$ cat src/hw/adctsc_map.vh
// Register map, field positions and reset values of the trigger and scan control.
// Assumes an 8-bit I/O port on the card's host bus, offsets relative to the card base.
`ifndef ADCTSC_MAP_VH
`define ADCTSC_MAP_VH

// ==========================================================================
// Offsets
`define ADCTSC_OFS_CONV_DATA 8'h00
`define ADCTSC_OFS_CHAN_MUX 8'h06
`define ADCTSC_OFS_GAIN 8'h08
`define ADCTSC_OFS_TRIG_MODE 8'h0a
`define ADCTSC_OFS_SOFT_TRIG 8'h0e
`define ADCTSC_OFS_MODE_READBACK 8'h12
`define ADCTSC_OFS_TMR_CNT0 8'h40
`define ADCTSC_OFS_TMR_CNT1 8'h42
`define ADCTSC_OFS_TMR_CNT2 8'h44
`define ADCTSC_OFS_TMR_CTRL 8'h46

// ==========================================================================
// Timer window decode
`define ADCTSC_TMR_BASE_MASK 8'hf8
`define ADCTSC_TMR_BASE 8'h40
`define ADCTSC_TMR_SEL_HI 2
`define ADCTSC_TMR_SEL_LO 1
`define ADCTSC_TMR_SEL_CTRL 2'h3

// ==========================================================================
// Trigger mode register fields
`define ADCTSC_BIT_AUTO_SCAN 0
`define ADCTSC_BIT_PACER_SOFT 1
`define ADCTSC_BIT_TRIG_ORIGIN 2
`define ADCTSC_BIT_PRETRIG 3
`define ADCTSC_MODE_W 4
`define ADCTSC_GAIN_W 3

// ==========================================================================
// Timer control word fields
`define ADCTSC_CW_SEL_HI 7
`define ADCTSC_CW_SEL_LO 6
`define ADCTSC_CW_RUN 0

// ==========================================================================
// Gain codes and factors
`define ADCTSC_GCODE_X1 3'h0
`define ADCTSC_GCODE_X2 3'h1
`define ADCTSC_GCODE_X4 3'h2
`define ADCTSC_GCODE_X8 3'h3
`define ADCTSC_GCODE_X16 3'h4
`define ADCTSC_GAIN_X1 5'h01
`define ADCTSC_GAIN_X2 5'h02
`define ADCTSC_GAIN_X4 5'h04
`define ADCTSC_GAIN_X8 5'h08
`define ADCTSC_GAIN_X16 5'h10

// ==========================================================================
// Reset values
`define ADCTSC_RST_MUX 8'h00
`define ADCTSC_RST_GAIN 3'h0
`define ADCTSC_RST_MODE 4'h0
`define ADCTSC_RST_CNT 8'h00
`define ADCTSC_RST_CW 8'h00

`endif

$ cat src/hw/adctsc_interval_timer.v
// Three 8-bit interval counters with a write-only control word.
// Assumes single-cycle write strobes on ref_clk; read data is combinational.
`timescale 1ns/100ps
`include "adctsc_map.vh"

module adctsc_interval_timer #(
  parameter NUM_CNT = 3
) (
  input wire ref_clk, // System clock
  input wire rst_n, // Asynchronous reset, active low
  input wire wrStb, // Write strobe into the timer window
  input wire [1:0] sel, // Counter index, 3 is the control word
  input wire [7:0] wrData, // Write data
  output reg [7:0] rdData, // Current count of the selected counter
  output wire pacerTick // One-cycle pulse when the cascade wraps
);

  // ==========================================================================
  // Control word is not stored; each counter keeps only its own run enable
  wire [NUM_CNT*8-1:0] cntFlat;
  wire [NUM_CNT-1:0] wrap;

  // ==========================================================================
  // Counters; 1 and 2 cascade to pace conversions
  genvar i;
  generate
    for (i = 0; i < NUM_CNT; i = i + 1) begin : gCnt
      localparam [1:0] IDX = i;
      reg [7:0] cnt;
      reg [7:0] reload;
      reg run;
      reg wrapped;
      wire tick;
      // Counter 2 steps only on counter 1 wraps; the others on every clock
      if (i == 2) begin : gCasc
        assign tick = wrap[1];
      end else begin : gFree
        assign tick = 1'b1;
      end
      always @(posedge ref_clk or negedge rst_n) begin
        if (!rst_n) begin
          cnt <= `ADCTSC_RST_CNT;
          reload <= `ADCTSC_RST_CNT;
          run <= 1'b0;
          wrapped <= 1'b0;
        end else begin
          wrapped <= 1'b0;
          if (wrStb && sel == IDX) begin
            cnt <= wrData;
            reload <= wrData;
          end else if (run && tick) begin
            // Reload of zero gives the full 256-count period
            if (cnt == 8'h01) begin
              cnt <= reload;
              wrapped <= 1'b1;
            end else begin
              cnt <= cnt - 8'h01;
            end
          end
          if (wrStb && sel == `ADCTSC_TMR_SEL_CTRL &&
              wrData[`ADCTSC_CW_SEL_HI:`ADCTSC_CW_SEL_LO] == IDX) begin
            run <= wrData[`ADCTSC_CW_RUN];
          end
        end
      end
      assign wrap[i] = wrapped;
      assign cntFlat[i*8 +: 8] = cnt;
    end
  endgenerate

  assign pacerTick = wrap[2];

  always @* begin
    rdData = 8'h00;
    if (sel != `ADCTSC_TMR_SEL_CTRL) begin
      rdData = cntFlat[sel*8 +: 8];
    end
  end

endmodule

$ cat src/hw/adctsc_trigger_scan.v
// Trigger source selection, channel scan and gain control of the acquisition card.
// Assumes a byte-wide I/O port on ref_clk with one-cycle read and write strobes.
// Function
// - Scan off: convert the programmed channel only
// - Scan on: mux value is last channel
// - Scan 0 to end channel, then wrap
// - Each rising trigger advances scan channel
// - Mux 8 bits: low nibble local, high external
// - High nibble addresses up to 16 boards
// - 12-bit variant reads back current channel
// - Sixteen single-ended local input channels
// - Five gain levels: 1,2,4,8,16
// - One gain shared by all channels
// - Conversion starts on selected trigger rising edge
// - External origin ignores both internal sources
// - Internal soft: any write triggers conversion
// - Internal pacer: cascaded counters trigger periodically
// - Trigger, transfer, interrupt settings independent
// - Timer window: counters 40h-44h, control 46h
// - Gain code 000..100 maps 1..16
// - Mode register fields at bits 3..0
`timescale 1ns/100ps
`include "adctsc_map.vh"

module adctsc_trigger_scan #(
  parameter HI_RES = 0, // 1 selects the high-resolution variant, no channel in the conversion data read
  parameter LOCAL_CHANS = 16 // Single-ended inputs on board
) (
  input wire ref_clk, // 40 MHz system clock
  input wire rst_n, // Asynchronous reset, active low
  input wire [7:0] ioAddr, // I/O offset from the card base
  input wire [7:0] ioWrData, // Write data
  input wire ioWrStb, // Write strobe, one cycle
  input wire ioRdStb, // Read strobe, one cycle
  output reg [7:0] ioRdData, // Read data, valid the cycle after the strobe
  input wire extTrigPin, // External trigger pin
  output reg convStart, // One-cycle conversion start pulse
  output wire [3:0] muxSel, // On-board input multiplexer select
  output wire [3:0] extSelOut, // Expansion board select
  output wire [2:0] gainCode, // Gain code to the amplifier
  output reg [4:0] gainFactor, // Decoded gain, one bit per level
  output wire pretriggerArm, // Stored pre-trigger control bit
  output wire autoScanActive, // Auto scan mode is on
  output wire pacerTick // Pacer pulse from the interval timer
);

  // ==========================================================================
  // Decoding helpers
  function hitOfs;
    input [7:0] addr;
    input [7:0] ofs;
    begin
      hitOfs = (addr == ofs);
    end
  endfunction

  function inTimer;
    input [7:0] addr;
    begin
      inTimer = ((addr & `ADCTSC_TMR_BASE_MASK) == `ADCTSC_TMR_BASE) && !addr[0];
    end
  endfunction

  function [4:0] gainOf;
    input [2:0] code;
    begin
      case (code)
        `ADCTSC_GCODE_X1: gainOf = `ADCTSC_GAIN_X1;
        `ADCTSC_GCODE_X2: gainOf = `ADCTSC_GAIN_X2;
        `ADCTSC_GCODE_X4: gainOf = `ADCTSC_GAIN_X4;
        `ADCTSC_GCODE_X8: gainOf = `ADCTSC_GAIN_X8;
        `ADCTSC_GCODE_X16: gainOf = `ADCTSC_GAIN_X16;
        // Undefined codes fall back to the widest range
        default: gainOf = `ADCTSC_GAIN_X1;
      endcase
    end
  endfunction

  // ==========================================================================
  // Write decode
  wire wrMux;
  wire wrGain;
  wire wrMode;
  wire wrSoft;
  wire wrTimer;

  assign wrMux = ioWrStb && hitOfs(ioAddr, `ADCTSC_OFS_CHAN_MUX);
  assign wrGain = ioWrStb && hitOfs(ioAddr, `ADCTSC_OFS_GAIN);
  assign wrMode = ioWrStb && hitOfs(ioAddr, `ADCTSC_OFS_TRIG_MODE);
  assign wrSoft = ioWrStb && hitOfs(ioAddr, `ADCTSC_OFS_SOFT_TRIG);
  assign wrTimer = ioWrStb && inTimer(ioAddr);

  // ==========================================================================
  // Control registers
  reg [7:0] chanMux;
  reg [2:0] gainReg;
  reg [3:0] modeReg;

  always @(posedge ref_clk or negedge rst_n) begin
    if (!rst_n) begin
      chanMux <= `ADCTSC_RST_MUX;
      gainReg <= `ADCTSC_RST_GAIN;
      modeReg <= `ADCTSC_RST_MODE;
    end else begin
      if (wrMux) begin
        chanMux <= ioWrData;
      end
      if (wrGain) begin
        gainReg <= ioWrData[`ADCTSC_GAIN_W-1:0];
      end
      if (wrMode) begin
        modeReg <= ioWrData[`ADCTSC_MODE_W-1:0];
      end
    end
  end

  wire autoScan;
  wire pacerSel;
  wire extOrigin;

  assign autoScan = modeReg[`ADCTSC_BIT_AUTO_SCAN];
  assign pacerSel = modeReg[`ADCTSC_BIT_PACER_SOFT];
  assign extOrigin = modeReg[`ADCTSC_BIT_TRIG_ORIGIN];
  assign pretriggerArm = modeReg[`ADCTSC_BIT_PRETRIG];
  assign autoScanActive = autoScan;

  // ==========================================================================
  // Gain: one setting for every channel, untouched by scanning
  assign gainCode = gainReg;

  always @(posedge ref_clk or negedge rst_n) begin
    if (!rst_n) begin
      gainFactor <= `ADCTSC_GAIN_X1;
    end else begin
      gainFactor <= gainOf(gainReg);
    end
  end

  // ==========================================================================
  // Interval timer
  wire [7:0] tmrRdData;

  adctsc_interval_timer #(
    .NUM_CNT(3)
  ) uTimer (
    .ref_clk(ref_clk),
    .rst_n(rst_n),
    .wrStb(wrTimer),
    .sel(ioAddr[`ADCTSC_TMR_SEL_HI:`ADCTSC_TMR_SEL_LO]),
    .wrData(ioWrData),
    .rdData(tmrRdData),
    .pacerTick(pacerTick)
  );

  // ==========================================================================
  // External trigger: two-stage synchroniser, then edge detect
  reg extSync1;
  reg extSync2;
  reg extPrev;
  wire extRise;

  always @(posedge ref_clk or negedge rst_n) begin
    if (!rst_n) begin
      extSync1 <= 1'b0;
      extSync2 <= 1'b0;
      extPrev <= 1'b0;
    end else begin
      extSync1 <= extTrigPin;
      extSync2 <= extSync1;
      extPrev <= extSync2;
    end
  end

  assign extRise = extSync2 && !extPrev;

  // ==========================================================================
  // Trigger source selection
  // Source choice is only the mode bits; transfer and interrupt never gate it
  reg trigHit;

  always @* begin
    trigHit = 1'b0;
    if (extOrigin) begin
      trigHit = extRise;
    end else if (pacerSel) begin
      trigHit = pacerTick;
    end else begin
      trigHit = wrSoft;
    end
  end

  // Mode writes own the cycle; a trigger landing on one is dropped, not held for later
  wire trigTake;
  assign trigTake = trigHit && !wrMode;

  always @(posedge ref_clk or negedge rst_n) begin
    if (!rst_n) begin
      convStart <= 1'b0;
    end else begin
      convStart <= trigTake;
    end
  end

  // ==========================================================================
  // Channel selection and auto scan
  reg [7:0] scanChan;
  reg [7:0] selChan;
  reg [7:0] next_scanChan;
  reg [7:0] next_selChan;
  wire scanTurnOn;

  assign scanTurnOn = wrMode && ioWrData[`ADCTSC_BIT_AUTO_SCAN] && !autoScan;

  always @* begin
    next_scanChan = scanChan;
    next_selChan = selChan;
    if (scanTurnOn) begin
      next_scanChan = 8'h00;
      next_selChan = 8'h00;
    end else if (!autoScan) begin
      next_selChan = chanMux;
      next_scanChan = 8'h00;
    end else if (trigTake) begin
      // Converted channel is latched; the counter moves to the next one
      next_selChan = scanChan;
      // Comparing >= also recovers if the end channel is lowered mid-scan
      if (scanChan >= chanMux) begin
        next_scanChan = 8'h00;
      end else begin
        next_scanChan = scanChan + 8'h01;
      end
    end
  end

  always @(posedge ref_clk or negedge rst_n) begin
    if (!rst_n) begin
      scanChan <= 8'h00;
      selChan <= 8'h00;
    end else begin
      scanChan <= next_scanChan;
      selChan <= next_selChan;
    end
  end

  // Low nibble reaches all on-board inputs, high nibble picks the board
  assign muxSel = selChan[3:0];
  assign extSelOut = selChan[7:4];

  // ==========================================================================
  // Read path
  reg [7:0] next_rdData;

  always @* begin
    next_rdData = 8'h00;
    if (inTimer(ioAddr)) begin
      next_rdData = tmrRdData;
    end else if (hitOfs(ioAddr, `ADCTSC_OFS_CONV_DATA)) begin
      // Only the 12-bit variant carries the channel beside its data
      next_rdData = (HI_RES == 0) ? {4'h0, selChan[3:0]} : 8'h00;
    end else if (hitOfs(ioAddr, `ADCTSC_OFS_CHAN_MUX)) begin
      next_rdData = selChan;
    end else if (hitOfs(ioAddr, `ADCTSC_OFS_GAIN)) begin
      next_rdData = {5'h00, gainReg};
    end else if (hitOfs(ioAddr, `ADCTSC_OFS_MODE_READBACK)) begin
      next_rdData = {4'h0, modeReg};
    end
  end

  always @(posedge ref_clk or negedge rst_n) begin
    if (!rst_n) begin
      ioRdData <= 8'h00;
    end else if (ioRdStb) begin
      ioRdData <= next_rdData;
    end
  end

endmodule

$ cat config.mk
export PLATFORM = sky130hd
export DESIGN_NAME = adctsc_trigger_scan
export DESIGN_NICKNAME = d
export VERILOG_FILES = /design/src/hw/adctsc_interval_timer.v /design/src/hw/adctsc_trigger_scan.v
export VERILOG_INCLUDE_DIRS = /design/src /design/src/hw
export SDC_FILE = /design/constraint.sdc
export NUM_CORES = 1
export LEC_CHECK = 0
export ABC_CLOCK_PERIOD_IN_PS = 5750
export BUFFER_PORTS_ARGS = -buffer_cell sky130_fd_sc_hd__buf_2
export CORE_MARGIN = 5
export CORE_UTILIZATION = 51
export DETAILED_ROUTE_END_ITERATION = 6
export PLACE_DENSITY = 0.7
export SLEW_MARGIN = 20
export SYNTH_ARGS = -nofsm -noshare
export SYNTH_HDL_FRONTEND = slang
export SYNTH_SLANG_ARGS = --single-unit
export TNS_END_PERCENT = 50
$ cat constraint.sdc
create_clock -name ref_clk -period 5.75 [get_ports ref_clk]
set_input_delay 1.15 -clock ref_clk [delete_from_list [all_inputs] [get_ports ref_clk]]
set_output_delay 1.15 -clock ref_clk [all_outputs]
set_load 0.05 [all_outputs]
# Word level (Yosys, flattened, before mapping)
# Cells that the tools add are included.
# op_classes
addsub,4
multipliers,0
div_mod_pow,0
order_cmp,1
n_eq_ne,20
shifts,1
muxes,31
bitwise_logic,0
reduce_logical,28
# op_table
op,count
$mux 8,20
$eq 8x1->1 const B,3
$eq 8x4->1 const B,3
$shiftx 24x6->8,1
$sub 8x1->8 const B,3
$pmux 5 s4,1
$logic_and 1x1->1,18
$add 8x1->8 const B,1
$eq 8x3->1 const B,1
$eq 8x5->1 const B,1
$ge 8x8->1,1
$logic_not 8->1,1
$mux 1,8
$mux 4,2
$eq 2x2->1 const B,3
$eq 3x2->1 const B,2
$reduce_bool 2->1,3
$eq 5x4->1 const B,1
$eq 2x1->1 const B,2
$logic_not 1->1,4
$logic_not 2->1,2
$eq 3x1->1 const B,1
$eq 3x3->1 const B,1
$ne 3x1->1 const B,1
$ne 2x2->1 const B,1
# totals
ff_bits,101
latchBits,0
ramBits,0
rom_bits,0
in_bits,21
out_inout_bits,28
elab_cells,107
n_memories,0

# Depth between registers and ports, before layout
# logic_depth
word_depth,8
ltp_mapped,8
mapped_depth_nobuf,7

# Hierarchy
# Synthesis repeated with hierarchy kept, for this count alone.
# hier_totals
hier_cells,556
area_unflattened_um2,5431.5
# modules_own_cells
module,instances,cells_per_inst,area_per_inst_um2,seq_area_each_um2
adctsc_interval_timer,1,339,2981.6,1326.3
adctsc_trigger_scan,1,217,2449.8,1202.4

# Worst setup path before layout
# Ideal clock, no wire load.
# synth_path
path_kind,in2reg
startpoint,in ioAddr[4]
endpoint,reg selChan[2]
setup_time_ns,0.127
arrival_time_ns,3.102
required_time_ns,5.623
slack_ns,2.521
path_stages,8
n_path_buf,2
path_cell_list,or4_1 > clkbuf_2 > or4_1 > a221o_1 > inv_2 > buf_6 > mux2i_1 > o21ai_1
# synth_via
elab_chain_cells,6
word_cells_on_any_way,12
cone_classes,3 x eq/ne; 3 x mux; 6 x reduce/logical
# synth_lines
element,line_no,rtl
"start, declared",adctsc_trigger_scan.v:31,"input wire [7:0] ioAddr,"
$eq 8x4->1,adctsc_trigger_scan.v:53,hitOfs = (addr == ofs);
$logic_and 1x1->1,adctsc_trigger_scan.v:90,"assign wrSoft = ioWrStb && hitOfs(ioAddr, `ADCTSC_OFS_SOFT_TRIG);"
$mux 1,adctsc_trigger_scan.v:185,end else if (pacerSel) begin
$mux 1,adctsc_trigger_scan.v:183,if (extOrigin) begin
$logic_and 1x1->1 *,adctsc_trigger_scan.v:194,assign trigTake = trigHit && !wrMode;
named net trigTake,adctsc_trigger_scan.v:193,wire trigTake;
$ne 3x1->1 (no source line) *,--,
"end signal, assigned",adctsc_trigger_scan.v:241,selChan <= next_selChan;
"end, declared",adctsc_trigger_scan.v:207,reg [7:0] selChan;
# The timed path passes the listed nets; every way through them passes the cells marked *.
# A chain may end at the register's enable or synchronous reset.

# Final worst setup path
# layout_path
startpoint,in ioAddr[4]
endpoint,reg selChan[1]
# layout_via
elab_chain_cells,6
word_cells_on_any_way,12
cone_classes,3 x eq/ne; 3 x mux; 6 x reduce/logical
# layout_lines
element,line_no
$eq 8x4->1,adctsc_trigger_scan.v:53
$logic_and 1x1->1,adctsc_trigger_scan.v:90
$mux 1,adctsc_trigger_scan.v:185
$mux 1,adctsc_trigger_scan.v:183
$logic_and 1x1->1,adctsc_trigger_scan.v:194
$ne 3x1->1 (no source line),--
# Several ways; a longest one is shown, not always the timed one.

==> results.cfg <==
[logic_synthesis]
synth_commonest_cells = nand2_1 (121), dfrtp_1 (100), o21ai_0 (48), nor2_1 (33)
yosysTopAreaCell = dfrtp_1
synthAdderAreaFrac_pct = 3.57
ys_warn_count = 0
synth_xor_area_share_pct = 0.166
synth_ff_type = dfrtp_1
synth.most_common_cell = nand2_1
ys_seq_area_share_pct = 48.1
syn-cell-area_um2 = 5260
synth_top_family_by_area = simple AND/OR/NAND/NOR gates
synth_top_area_share_pct = 47.6
async_reset_ff_share_pct = 100
synthCells = 576
synth_compound_area_share_pct = 15.4
synth_nets = 612
synth_edf_count = 0
synth-simple-area-share_pct = 22.5
yosys_register_bits = 101
muxShareOfSynthArea_pct = 6.42
avgSynthCellArea_um2 = 9.13
synth.distinct_cells = 63
synth.area.top_cells = dfrtp_1 (48%), nand2_1 (8.6%), o21ai_0 (4.6%)

[grt]
grt_start_max_net_pins = 63
grt-ovfl-total = 0
grt_pass1_vias = 4425
antenna_found_initial = 0
track_usage_pct = 22.2
grt_first_pass_wirelength_um = 22400

[timing]
max_freq_ghz = 0.284
setup_viol = 0
hold_viol = 0
slew_headroom_pct = 30.5
rsz0062_at_grt = no
clock_skew_ns = 0.0129
finalCriticalPeriod_ns = 3.52
tightest_slew_ns = 1.04
setup_slack_ns = 2.23
finalSetupTns_ns = 0
min_period_over_period_pct = 61.2
drv_slew = 0

[clock_tree]
clock_path_buffers = 2
cts.sink_count = 101
numCtsBuffers = 9
clock_latency_ns = 0.37
clk_pin_slew_ns = 0.10
cts_tree = built
hold_buffers = 0
root_buffer = clkbuf_8
cts_setup_buffers = 0
htreeDepth = 3
cts_resized = 0

[detailed_routing]
vias_per_cell = 5.99
drc = 0
drt_wl_total_um = 13400
wl_per_cell_um = 18.0
first_pass_iters = 7
ant_nets = 0
vias = 4483
drt-initial-drc-count = 385

[cells_and_area]
final_cells = 749
final_area_um2 = 5810
regArea_um2 = 2530
fillers = 907
final_layout_size_suffix_gt1_share_pct = 14.2
multi_input_area_um2 = 2530
diodes = 0
nets = 644
syn2layout_area_growth_pct = 10.4

[power_and_ir_drop]
p_sw_w = 0.000628
p_int_w = 0.00120
clkPwrFrac_pct = 29.7
seqPwrFrac_pct = 48.6
power_w = 0.00183
vdd_ir_drop_max_uv = 191
p_sw_share_pct = 34.3
p_leak_nw = 2.67
combPwrFrac_pct = 21.7
powerDensity_nw_per_um2 = 315

[critical_path]
critical_path_arrival_ns = 3.77
cp-end-kind = register
cp.required_ns = 6.00
cpMaxStageDelayCell = nor3_1
crit_path_max_fanout = 15
worst_path_largest_cell_delay_ns = 0.70
reg2reg_depth = 6
worstSetupPathType = in -> reg
cp-start-kind = input port
crit_chain = buf_2 -> or4_1 -> nor3_1 -> a221o_1 -> inv_2 -> mux2i_1 -> o21ai_0
r2r_slack_ns = 3.07

[placement]
dp_cells = 733
pre_cts_ws_ns = 1.84
place_congestion = 0.919
numPortBuffers = 48
place_hpwl_um = 9560
dpl_cell_area_um2 = 5570

[worst_hold_path]
hold_class = reg -> reg
holdPathStages = 0

[die]
core_area_um2 = 10200
fp.dieH_um = 112
row_count = 37
fp.dieW_um = 112
initial_utilization_pct = 51.7
dieArea_um2 = 12400
top_level_ports = 49

[run_status]
status = finished, final reports clean

[run]
max_cap_violations = 0
[power by group through the flow]
| stage | clock network [W] | logic (W) | registers, W |
|---|---|---|---|
| finish | 0.000544 | 0.000397 | 0.000890 |
| global route | 0.000581 | 0.000434 | 0.000900 |
| CTS | 0.000554 | 0.000399 | 0.000887 |
| detailed placement | 0 | 0.000398 | 0.000900 |
| global placement | 0 | 0.000390 | 0.000899 |
| floorplan | 0 | 0.000174 | 0.000984 |
[per-layer routing]
metal / up-vias / GRT usage [%] / part of all wire, %
li1: 2128 / - / -
met1: 2208 / 29.7 / 45
met2: 128 / 37.0 / 49
met3: 19 / 4.67 / 4.2
met4: 0 / 6.00 / 1.7
met5: - / 0 / 0
[placed cells by master (no fill, tap or decap), drive strengths merged, types with 5 or more instances in the layout]
cell / Yosys / layout
nor4: 10 / 10
o22ai: 6 / 6
mux2i: 18 / 18
a31oi: 5 / 5
mux2: 14 / 14
inv: 22 / 23
buf: 6 / 50
nor3b: 9 / 9
and3: 6 / 6
nand2: 121 / 121
nand3: 17 / 17
nor2b: 9 / 9
nor2: 33 / 33
clkbuf: 23 / 11
o21ai: 52 / 52
a21oi: 16 / 16
dfrtp: 100 / 100
nor3: 16 / 16
ha: 15 / 15
a22oi: 12 / 12
[final timing paths]
check	from	end
min reg2reg	extSync1	extSync2
max in group asynchronous	rst_n	uTimer.gCnt[0].cnt[0]
min in group asynchronous	rst_n	uTimer.gCnt[2].reload[3]
max reg2reg	uTimer.gCnt[2].cnt[0]	uTimer.gCnt[2].cnt[1]
max	ioAddr[4]	selChan[1]
min	extSync1	extSync2
[per-stage QoR]
stage | utilization (%) | hold WS (ns)
2_1_floorplan | - | 0.331
3_3_place_gp | 54.7 | 0.333
3_5_place_dp | 54.7 | 0.342
4_1_cts | 57.0 | 0.363
5_1_grt | 57.0 | 0.384
6_report | 57.0 | 0.358
[cell families after synthesis]
family,Yosys count
simple gates,249
compound gates,127
fa+ha+maj,15
xor+xnor,1
buf+inv,51
flops,101
mux,32
[state kept, by name, summed over array words and instances (netlist names)]
register             flops
extSync1                 1
scanChan                 8
uTimer.gCnt.reload      24
ioRdData                 8
uTimer.gCnt.cnt         24
uTimer.gCnt.wrapped      1
convStart                1
extPrev                  1
extSync2                 1
selChan                  8
gainFactor               5
chanMux                  8
uTimer.pacerTick         1
modeReg                  4
gainCode                 3
uTimer.gCnt.run          3
[worst max-delay path, delay by kind of cell]
family,cells,cell delay [ns]
AOI/OAI and AO/OA,2,0.70
muxes,1,0.19
buffers and inverters,2,0.37
and+or+nand+nor,2,1.35
[area by class of cell]
cell class	count	share of cell area, %
Clock buffer	11	2.26
Clock inverter	5	1.83
Inverter	22	1.42
Multi-Input combinational cell	424	43.6
Sequential cell	101	43.5
Tap cell	136	2.93
Timing Repair Buffer	50	4.44
No activity file was read; power rests on OpenSTA's default activity.
